**config.mk**
```make
export PLATFORM = sky130hd
export DESIGN_NAME = grf_setup
export DESIGN_NICKNAME = d
export VERILOG_FILES = /design/src/common/grf_pkg.sv /design/src/common/grf_tick_if.sv /design/src/verilog/grf_setup.sv /design/src/verilog/grf_tick_gen.sv
export VERILOG_INCLUDE_DIRS = /design/src /design/src/common
export SDC_FILE = /design/constraint.sdc
export NUM_CORES = 1
export LEC_CHECK = 0
export ABC_AREA = 1
export BUFFER_PORTS_ARGS = -buffer_cell sky130_fd_sc_hd__buf_4
export CORE_AREA = 2 2 113 115
export DETAILED_ROUTE_END_ITERATION = 6
export DIE_AREA = 0 0 115 117
export PLACE_DENSITY_LB_ADDON = 0.25
export SETUP_SLACK_MARGIN = 0.05
export SLEW_MARGIN = 10
export SYNTH_ARGS = -nofsm -noshare
export SYNTH_HDL_FRONTEND = slang
export SYNTH_SLANG_ARGS = --single-unit
```
**constraint.sdc**
```tcl
create_clock -name mclk -period 3.7 [get_ports mclk]
set_input_delay 0.555 -clock mclk [delete_from_list [all_inputs] [get_ports mclk]]
set_output_delay 0.555 -clock mclk [all_outputs]
set_load 0.03 [all_outputs]
```
**src/common/grf_consts.svh**
```systemverilog
`ifndef GRF_CONSTS_SVH
`define GRF_CONSTS_SVH

// register offsets on the configuration port
`define GRF_ADDR_DIV 8'h19
`define GRF_ADDR_CFG 8'h1a
`define GRF_ADDR_GYR 8'h1b

// reset values
`define GRF_RST_DIV 8'h00
`define GRF_RST_CFG 8'h00
`define GRF_RST_GYR 8'h00

// writable bits; everything else is reserved and reads zero
`define GRF_CFG_MASK 8'h7f
`define GRF_GYR_MASK 8'hd9

// filter_chain_setup field positions
`define GRF_CFG_LP_LSB 0
`define GRF_CFG_LP_MSB 1
`define GRF_CFG_HC_LSB 2
`define GRF_CFG_HC_MSB 4
`define GRF_CFG_HS_LSB 5
`define GRF_CFG_HS_MSB 6

// rate_range_selftest_ctrl field positions
`define GRF_GYR_MODE_BIT 0
`define GRF_GYR_RANGE_LSB 3
`define GRF_GYR_RANGE_MSB 4
`define GRF_GYR_YST_BIT 6
`define GRF_GYR_XST_BIT 7

// timing
`define GRF_MCLK_HZ 25000000
`define GRF_FAST_RATE_HZ 32000
`define GRF_BASE_RATE_HZ 8000
`define GRF_FAST_PER_BASE (`GRF_FAST_RATE_HZ / `GRF_BASE_RATE_HZ)

// low-pass bandwidths in hz
`define GRF_BW_BYP_BASE_HZ 14'd3600
`define GRF_BW_BYP_MODE_HZ 14'd4000
`define GRF_BW_BYP_FAST_HZ 14'd8900
`define GRF_LP_DEFAULT_HZ 14'd250

// high-pass m factor
`define GRF_HP_M_FIRST 5'd9
`define GRF_HP_M_OFFSET 5'd10

// full-scale range in tenths of a degree per second
`define GRF_FS0_DPS_X10 12'd465
`define GRF_FS1_DPS_X10 12'd930
`define GRF_FS2_DPS_X10 12'd1870
`define GRF_FS3_DPS_X10 12'd3740

`endif

```
**src/common/grf_pkg.sv**
```systemverilog
`include "grf_consts.svh"

package grf_pkg;

    // high-pass chain arrangement
    typedef enum logic [1:0] {
        GRF_HP_BYPASS,
        GRF_HP_ONE,
        GRF_HP_TWO
    } grf_hp_t;

    // main block state
    typedef struct packed {
        logic [7:0] div;        // rate_divisor register
        logic [7:0] cfg;        // filter_chain_setup register
        logic [7:0] gyr;        // rate_range_selftest_ctrl register
        logic [7:0] act_div;    // settings in force this sample period
        logic act_mode;
        logic [1:0] act_lp;
        logic [1:0] act_hs;
        logic [2:0] act_hc;
        logic [1:0] act_range;
        logic [8:0] cnt;        // base ticks in current period
        logic strobe;           // sample written
        logic [15:0] out_x;     // output registers
        logic [15:0] out_y;
        logic [7:0] rdata;
        logic hit;
    } grf_state_t;

    // base tick generator state
    typedef struct packed {
        logic [24:0] acc;       // fractional phase
        logic [1:0] sub;        // fast ticks within one base tick
        logic t32;
        logic t8;
    } grf_tick_state_t;

endpackage

```
**src/common/grf_tick_if.sv**
```systemverilog
interface grf_tick_if;
    logic ce;       // clock enable from the main block
    logic tick32;   // fast rate pulse
    logic tick8;    // base rate pulse, coincident with every fourth fast pulse
    modport gen (input ce, output tick32, output tick8);
    modport sink (output ce, input tick32, input tick8);
endinterface

```
**src/verilog/grf_setup.sv**
```systemverilog
`include "grf_consts.svh"

// Contract
// - hold eight-bit unsigned rate divisor
// - mode 0 bypass: 8k/(div+1), 3600 Hz
// - mode 0 filtered: corner from coefficients
// - mode 1 div>=1: 8k/div, 4000 Hz bypass
// - mode 1 div 0: 32 kHz, 8900 bypass
// - lowpass select 0x bypass, 10 enable
// - stage field 0x none, 10 one, 11 two
// - corner code maps to m factor
// - two-bit range selects full scale
// - per-axis independent self-test actuation
// - self-test response lands in output registers
// - control register bit layout fixed
// - default low-pass corner is 250 Hz
// - outputs refreshed once per sample period
module grf_setup (
    // clock, reset, enable
    input wire logic mclk,
    input wire logic srst,
    input wire logic ce,
    // register port from the serial engine
    input wire logic reg_wr,
    input wire logic reg_rd,
    input wire logic [7:0] reg_addr,
    input wire logic [7:0] reg_wdata,
    output logic [7:0] reg_rdata,
    output logic reg_hit,
    // sensor front end samples at the fast rate
    input wire logic [15:0] rate_x_in,
    input wire logic [15:0] rate_y_in,
    // output registers
    output logic sample_strobe,
    output logic [15:0] rate_x_out,
    output logic [15:0] rate_y_out,
    // low-pass control
    output logic lowpass_en,
    output logic lowpass_corner_x4,
    output logic [13:0] lowpass_bw_hz,
    // high-pass control
    output grf_pkg::grf_hp_t highpass_stage_count,
    output logic [4:0] highpass_m,
    // range and self-test
    output logic [1:0] range_select,
    output logic [11:0] range_dps_x10,
    output logic x_selftest,
    output logic y_selftest
);

    grf_pkg::grf_state_t s;
    grf_pkg::grf_state_t next_s;
    grf_tick_if tk ();
    logic fast_mode;    // 32 kHz sampling in force
    logic [8:0] period; // base ticks per sample

    // sample period length in base ticks
    function automatic logic [8:0] grf_period(input logic [7:0] div, input logic mode);
        if (mode)
            grf_period = {1'b0, div};
        else
            grf_period = 9'({1'b0, div} + 9'h001);
    endfunction

    // corner code to m factor: 0 is 9, then 11..17
    function automatic logic [4:0] grf_m(input logic [2:0] code);
        if (code == 3'h0)
            grf_m = `GRF_HP_M_FIRST;
        else
            grf_m = `GRF_HP_M_OFFSET + {2'h0, code};
    endfunction

    // full-scale lookup
    function automatic logic [11:0] grf_fs(input logic [1:0] sel);
        case (sel)
            2'h0: grf_fs = `GRF_FS0_DPS_X10;
            2'h1: grf_fs = `GRF_FS1_DPS_X10;
            2'h2: grf_fs = `GRF_FS2_DPS_X10;
            default: grf_fs = `GRF_FS3_DPS_X10;
        endcase
    endfunction

    // base tick source
    grf_tick_gen u_tick (
        .mclk (mclk),
        .srst (srst),
        .tk (tk.gen)
    );

    assign tk.ce = ce;

    // decode of the settings in force, not of the live registers
    assign fast_mode = s.act_mode && (s.act_div == 8'h00);
    assign period = grf_period(s.act_div, s.act_mode);

    // next-state logic
    always_comb
    begin
        next_s = s;
        next_s.strobe = 1'b0;
        next_s.hit = 1'b0;
        // register writes; reserved bits masked off on the way in
        if (reg_wr)
        begin
            unique case (reg_addr)
                `GRF_ADDR_DIV: next_s.div = reg_wdata;
                `GRF_ADDR_CFG: next_s.cfg = reg_wdata & `GRF_CFG_MASK;
                `GRF_ADDR_GYR: next_s.gyr = reg_wdata & `GRF_GYR_MASK;
                default: next_s.div = s.div;                    // unmapped write ignored
            endcase
        end
        // register reads; unmapped offsets answer zero with hit low
        if (reg_rd)
        begin
            unique case (reg_addr)
                `GRF_ADDR_DIV:
                begin
                    next_s.rdata = s.div;
                    next_s.hit = 1'b1;
                end
                `GRF_ADDR_CFG:
                begin
                    next_s.rdata = s.cfg;
                    next_s.hit = 1'b1;
                end
                `GRF_ADDR_GYR:
                begin
                    next_s.rdata = s.gyr;
                    next_s.hit = 1'b1;
                end
                default:
                    next_s.rdata = 8'h00;
            endcase
        end
        // sample timing; >= keeps a shrunk period from running away
        if ((fast_mode && tk.tick32) || (!fast_mode && tk.tick8 && (s.cnt >= 9'(period - 9'h001))))
        begin
            next_s.cnt = 9'h000;
            next_s.strobe = 1'b1;
            // self-test response rides in the normal data path
            next_s.out_x = rate_x_in;
            next_s.out_y = rate_y_in;
            // new settings only at the boundary, so no sample mixes two setups
            next_s.act_div = s.div;
            next_s.act_mode = s.gyr[`GRF_GYR_MODE_BIT];
            next_s.act_lp = s.cfg[`GRF_CFG_LP_MSB:`GRF_CFG_LP_LSB];
            next_s.act_hc = s.cfg[`GRF_CFG_HC_MSB:`GRF_CFG_HC_LSB];
            next_s.act_hs = s.cfg[`GRF_CFG_HS_MSB:`GRF_CFG_HS_LSB];
            next_s.act_range = s.gyr[`GRF_GYR_RANGE_MSB:`GRF_GYR_RANGE_LSB];
        end
        else if (!fast_mode && tk.tick8)
        begin
            next_s.cnt = 9'(s.cnt + 9'h001);
        end
    end

    // state register, frozen while ce is low
    always_ff @(posedge mclk)
    begin
        if (srst)
        begin
            s <= '0;
            s.div <= `GRF_RST_DIV;
            s.cfg <= `GRF_RST_CFG;
            s.gyr <= `GRF_RST_GYR;
        end
        else if (ce)
        begin
            s <= next_s;
        end
    end

    // register port answers
    assign reg_rdata = s.rdata;
    assign reg_hit = s.hit;

    // data path
    assign sample_strobe = s.strobe;
    assign rate_x_out = s.out_x;
    assign rate_y_out = s.out_y;

    // low-pass: only 10 enables; 11 is treated as bypass
    assign lowpass_en = (s.act_lp == 2'b10);
    // filtered corners scale by four in mode 1 (160/320/640)
    assign lowpass_corner_x4 = s.act_mode;

    // bandwidth figure; filtered corners come from the coefficient set,
    // and mode 0 reports the default set's corner
    always_comb
    begin
        if (lowpass_en)
            lowpass_bw_hz = s.act_mode ? 14'h0000 : `GRF_LP_DEFAULT_HZ;
        else if (fast_mode)
            lowpass_bw_hz = `GRF_BW_BYP_FAST_HZ;
        else if (s.act_mode)
            lowpass_bw_hz = `GRF_BW_BYP_MODE_HZ;
        else
            lowpass_bw_hz = `GRF_BW_BYP_BASE_HZ;
    end

    // high-pass arrangement
    always_comb
    begin
        unique case (s.act_hs)
            2'b10: highpass_stage_count = grf_pkg::GRF_HP_ONE;
            2'b11: highpass_stage_count = grf_pkg::GRF_HP_TWO;
            default: highpass_stage_count = grf_pkg::GRF_HP_BYPASS;
        endcase
    end

    assign highpass_m = grf_m(s.act_hc);

    // range
    assign range_select = s.act_range;
    assign range_dps_x10 = grf_fs(s.act_range);

    // self-test actuation follows the register at once, each axis alone
    assign x_selftest = s.gyr[`GRF_GYR_XST_BIT];
    assign y_selftest = s.gyr[`GRF_GYR_YST_BIT];

endmodule

```
**src/verilog/grf_tick_gen.sv**
```systemverilog
`include "grf_consts.svh"

module grf_tick_gen (
    // clock and reset
    input wire logic mclk,
    input wire logic srst,
    // ticks out
    grf_tick_if.gen tk
);

    grf_pkg::grf_tick_state_t s;
    grf_pkg::grf_tick_state_t next_s;
    logic [25:0] sum;   // phase plus one step, one bit of headroom

    // phase accumulator: 25 MHz does not divide by 32 kHz, so the pulse
    // spacing dithers 781/782 cycles while the average rate stays exact
    always_comb
    begin
        next_s = s;
        next_s.t32 = 1'b0;
        next_s.t8 = 1'b0;
        sum = {1'b0, s.acc} + 26'(`GRF_FAST_RATE_HZ);
        if (sum >= 26'(`GRF_MCLK_HZ))
        begin
            next_s.acc = 25'(sum - 26'(`GRF_MCLK_HZ));
            next_s.t32 = 1'b1;
            next_s.sub = s.sub + 2'h1;
            // base tick on the last fast tick of each group
            next_s.t8 = (s.sub == 2'(`GRF_FAST_PER_BASE - 1));
        end
        else
        begin
            next_s.acc = sum[24:0];
        end
    end

    // state register, frozen while ce is low
    always_ff @(posedge mclk)
    begin
        if (srst)
            s <= '0;
        else if (tk.ce)
            s <= next_s;
    end

    assign tk.tick32 = s.t32;
    assign tk.tick8 = s.t8;

endmodule
```
# Yosys cells after proc, flatten, opt, wreduce, memory -nomap -nowiden
# Index checks and enable logic that the tools add are counted.
# classes
addsub	7
order_cmp	2
eq_ne	9
muxes	16
n_reduce_logical	18
# ops
cell	count
9-bit 2-to-1 mux	4
12-bit case mux with 3 select lines	1
33-bit 2-to-1 mux	1
14-bit 2-to-1 mux	2
25-bit by 15-bit adder with 26-bit output, second input constant	1
26-bit by 25-bit >= comparator with 1-bit output, second input constant	1
25-bit 2-to-1 mux	1
25-bit subtractor, second input constant	1
8-bit by 5-bit equality test with 1-bit output, second input constant	3
8-bit case mux with 3 select lines	1
2-bit equality test, second input constant	5
8-bit by 1-bit adder with 9-bit output, second input constant	1
9-bit by 1-bit adder with 9-bit output, second input constant	1
9-bit >= comparator	1
3-bit AND reduction	3
9-bit by 1-bit subtractor with 9-bit output, second input constant	1
8-bit logical NOT	1
8-bit 2-to-1 mux	1
2-bit AND reduction	4
4-bit by 3-bit adder with 5-bit output, first input constant	1
5-bit 2-to-1 mux	1
1-bit logical AND	4
2-bit case mux with 2 select lines	1
3-bit logical NOT	1
9 further kinds	10
# totals
ff_bits	118
in_bits	53
word_cells	71

# Logic depth before layout (Yosys ltp)
# depth
depth_word	8
ltp_mapped	20
mapped_depth_nobuf	19

# Modules after synthesis
# From an unflattened synthesis, not the netlist that was laid out.
# hier_totals
hier_cells	1024
area_unflattened_um2	6796.5
# modules_own_cells
module	instances	cells_each	area_per_inst_um2	seq_area_each_um2
grf_setup	1	687	4817.1	1781.7
grf_tick_gen	1	337	1979.4	460.4

# Worst setup path after synthesis
# OpenSTA, ideal clock, no wires.
# synth_path
kind	flip-flop to flip-flop
start	reg s (netlist bit lowpass_corner_x4)
end	reg s (netlist bit rate_x_out[13])
setup_ps	70
arrival_time_ps	3443
path_slack_ps	187
path_stages_with_launch	20
n_path_buf	1
period_less_slack_ps	3513
cell_sequence	dfxtp_1 inv_1 nand2_1 o21ai_0 inv_1 ha_1 inv_1 nor2_1 nor3b_1 nand3_1 xor2_1 ha_1 a21oi_1 o21ai_0 a21oi_1 o2111ai_1 nand2_1 clkbuf_1 nand2_1 a21oi_1
# synth_between
elab_chain_len	6
word_cells_on_any_way	10
classes_between	1 x add/sub; 1 x order compare; 1 x mux; 7 x reduce/logical
# synth_rtl
item	line_no	source
from (decl)	grf_setup.sv:51	grf_pkg::grf_state_t s;
from (signal assigned)	grf_setup.sv:169	s <= next_s;
9-bit 2-to-1 mux / 1-bit logical AND (equally long branches)	grf_setup.sv:59, grf_setup.sv:93	
9-bit by 1-bit subtractor with 9-bit output / 1-bit logical NOT (equally long branches)	grf_setup.sv:136	if ((fast_mode && tk.tick32) || (!fast_mode && tk.tick8 && (s.cnt >= 9'(period - 9'h001))))
9-bit >= comparator / 1-bit logical AND (equally long branches)	grf_setup.sv:136	
1-bit logical AND	grf_setup.sv:136	
1-bit logical OR *	grf_setup.sv:136	
2-bit AND reduction (no source line) *	-	
# Mark *: on every way between the ends. The rest lies on a longest branch, timed or not.
# A chain may end at the register's enable or synchronous reset.

# Worst setup path in the final report
# layout_path
start	reg s[61] in the netlist's numbering
end	reg s (netlist bit rate_x_out[7])
# layout_between
elab_chain_len	7
word_cells_on_any_way	12
classes_between	2 x add/sub; 1 x order compare; 1 x mux; 8 x reduce/logical
# layout_rtl
item	line_no
8-bit by 1-bit adder with 9-bit output / 8-bit logical NOT (equally long branches)	grf_setup.sv:62, grf_setup.sv:93
9-bit 2-to-1 mux / 1-bit logical AND (equally long branches)	grf_setup.sv:59, grf_setup.sv:93
9-bit by 1-bit subtractor with 9-bit output / 1-bit logical NOT (equally long branches)	grf_setup.sv:136
9-bit >= comparator / 1-bit logical AND (equally long branches)	grf_setup.sv:136
1-bit logical AND	grf_setup.sv:136
1-bit logical OR *	grf_setup.sv:136
2-bit AND reduction (no source line) *	-
# Marked as above.

==> flow_summary.json <==
{
  "antenna_found_initial": 0,
  "fin_crit_sh_pct": 94.5,
  "yosysSeqAreaShare_pct": 34.2,
  "synthCells": 926,
  "fmax_ghz": 0.286,
  "drt_iter0_markers": 404,
  "outcome": "completed",
  "p_clk_share_pct": 41.3,
  "grt_pass1_wl_mm": 25.1,
  "synth-seq-cells": 112,
  "place_worst_setup_slack_ns": 0.127,
  "skew_ns": 0.00514,
  "grt_max_degree": 65,
  "routedWlPerCell_um": 14.0,
  "endpoint_kind": "flop",
  "viasPerCell": 5.17,
  "grt_overflow": 0,
  "die_area_um2": 13500,
  "grt_use_total_pct": 23.0,
  "power_density_nw_per_um2": 342,
  "p_sw_mw": 0.703,
  "timing.slew.headroom_pct": 53.1,
  "cts_buffer_depth": 2,
  "setup_slack_ns": 0.205,
  "sw_frac_of_total_pct": 26.4,
  "synthAdderAreaFrac_pct": 4.78,
  "n_fill_cell": 1115,
  "die_x_um": 115,
  "syn_to_final_growth_pct": 19.1,
  "critPathKind": "reg -> reg",
  "totalNegativeSetupSlack_ns": 0,
  "dp.cells": 1132,
  "critPathMaxFanout": 8,
  "place_congestion": 0.828,
  "combPwrFrac_pct": 12.2,
  "clockRootBuffer": "clkbuf_16",
  "wirelength_mm": 16.2,
  "synth_compound_area_share_pct": 13.8,
  "yosys.area.top_type": "dfxtp_1",
  "fin_nets": 1077,
  "arrival_ns": 3.77,
  "postRouteAntennaNets": 0,
  "max_stage_delay_ns": 0.35,
  "drtPass1Iterations": 5,
  "yosysUniqueCellTypes": 43,
  "clk_latency_ns": 0.36,
  "path_cells": "inv_1 -> ha_1 -> nand2_1 -> o21ai_0 -> inv_1 -> ha_2 -> inv_1 -> nor2_2 -> nor3b_4 -> buf_4 -> xor2_1 -> ha_1 -> a21oi_1 -> o21ai_0 -> a21oi_2 -> o2111ai_4 -> nand2_4 -> clkbuf_16 -> nand2_1 -> a21oi_1",
  "power_leakage_nw": 3.43,
  "syn_area_um2": 6550,
  "cpLargestDelayFamily": "compound AO/OA/AOI/OAI gates",
  "peakVddDrop_mv": 0.255,
  "cp_common_cell": "inv_1",
  "setup_violations": 0,
  "yosys-top-cells-area": "dfxtp_1, nand2_1, a21oi_1",
  "start_util_pct": 53.2,
  "hold_class": "reg -> reg",
  "p_int_mw": 1.96,
  "seqPwrFrac_pct": 46.5,
  "slew_violations": 0,
  "coreArea_um2": 12300,
  "portBuffers": 131,
  "placed_area_um2": 7250,
  "finish.instance_area_um2": 7800,
  "rsz0062_at_grt": "false",
  "cap_viol_max_count": 0,
  "h-tree-depth": 3,
  "cts_hold_buffers": 0,
  "final_cell_mix": "nand2_1, buf_4, dfxtp_1",
  "n_antenna_cell": 0,
  "fin_cells": 1154,
  "yosys.area_share.simple_pct": 28.9,
  "synthMuxAreaShare_pct": 0,
  "mostFrequentLayoutCell": "nand2_1",
  "tightest_slew_ns": 0.703,
  "synth_xor_area_share_pct": 3.61,
  "drc_errors": 0,
  "path_buf_inv": 5,
  "finalHoldViolCount": 0,
  "synth_top_area_share_pct": 34.2,
  "period_minus_slack_ns": 3.50,
  "clock_sinks": 112,
  "critical_path_required_ns": 3.98,
  "rows": 41,
  "drive_gt1_share_pct": 23.5,
  "synth_top_family_by_area": "simple AND/OR/NAND/NOR gates",
  "die_h_um": 117,
  "finalPower_mw": 2.67,
  "cts_tree": "yes",
  "postSynthAreaPerCell_um2": 7.07,
  "grt_pass1_vias": 5317,
  "numCtsBuffers": 9,
  "vias": 5963,
  "yosysWarnings": 0,
  "path_clk_slew_ns": 0.08,
  "io_pins": 134,
  "dpl.hpwl_mm": 11.0,
  "critPathSlowestCell": "dfxtp_2",
  "cp-start-kind": "flop"
}
## flip-flops by register name (all words and copies together) (netlist names), 2 cells and up
register and cells:
rate_x_out 16, reg_rdata 8, s 42, u_tick.s 21, rate_y_out 16, range_select 2
## repair_timing
item                                    4_1_cts  5_1_grt
hold endpoints to repair                      0        0
resized for setup                             0       27
endpoints found under the setup margin        0       60
setup buffers                                 0        2
## final cells by class
class                      count  area, um^2  area share [%]
tap                          150         188            2.41
sequential                   112        2240            28.8
multi-input combinational    620        3420            43.9
clock inverter                 6        97.6            1.25
inverter                     112         428            5.49
timing repair buffer         144        1180            15.2
clock buffer                  10         239            3.06
## logic make-up (layout without fill, tap and decap cells)
kind of cell               Yosys count  in the layout
AOI/OAI and AO/OA                  173            173
xor gates and xnor gates            27             27
adders and majority gates           25             25
buffers and inverters              195            272
DFF                                112            112
other                                1              2
and+or+nand+nor                    393            393
## path summary, 6_finish.rpt
check,start,end,slack (ns),cells after the start
worst max-delay path,s[61],rate_x_out[7],0.20,20
worst min-delay path,rate_x_out[5],rate_x_out[5],0.46,2
worst max register to register,s[61],rate_x_out[7],0.20,20
worst min register to register,rate_x_out[5],rate_x_out[5],0.46,2
## worst min-delay path, delay by kind of cell, from the launching register on
family | cells | cell delay [ns]
AOI/OAI and AO/OA | 1 | 0.05
DFF | 1 | 0.31
and+or+nand+nor | 1 | 0.06
## metrics by stage
step | hold WS, ns | utilization, %
floorplan | 0.430 | -
global placement | 0.448 | 58.9
detailed placement | 0.452 | 58.9
CTS | 0.463 | 61.7
global route | 0.469 | 63.4
finish | 0.461 | 63.4
## synth_stat cells
cell and number:
nand2_1 178, dfxtp_1 112, a21oi_1 107, inv_1 101
nand3_1 81, nor2_1 58, buf_4 50, o21ai_0 47
clkbuf_1 26, ha_1 25, nand2_2 23, xor2_1 22
nand4_1 9, nor3_1 9, nand3_2 8, o22ai_1 8
inv_2 6, buf_2 5, nand2_4 5, nor2_2 5
xnor2_1 5, o21ai_1 4, or2_2 4, clkinv_1 3
nand3_4 2, nor2_4 2, nor2_8 2, nor3b_1 2
nor4_1 2, o21bai_1 2, a31oi_2 1, and2_1 1
buf_12 1, buf_6 1, conb_1 1, inv_4 1
inv_6 1, nand2_8 1, nor3_2 1, o2111ai_1 1
o211ai_1 1, o21ai_2 1, o21bai_2 1
## power by group through the flow
| stage | clock, mW | sequential [mW] | combinational [mW] |
|---|---|---|---|
| 6_report | 1.10 | 1.24 | 0.324 |
| 3_3_place_gp | 0 | 1.27 | 0.316 |
| 5_1_grt | 1.17 | 1.24 | 0.363 |
| 3_5_place_dp | 0 | 1.27 | 0.319 |
| 2_1_floorplan | 0 | 1.26 | 0.238 |
| 4_1_cts | 1.12 | 1.24 | 0.321 |
## per-layer routing
| metal | share of wire, % | GRT usage, % |
|---|---|---|
| met5 | 0 | 0 |
| met4 | 1.4 | 6.10 |
| met1 | 45 | 29.1 |
| met3 | 3.8 | 4.53 |
| met2 | 50 | 40.3 |
Power figures use the tool's default switching activity.
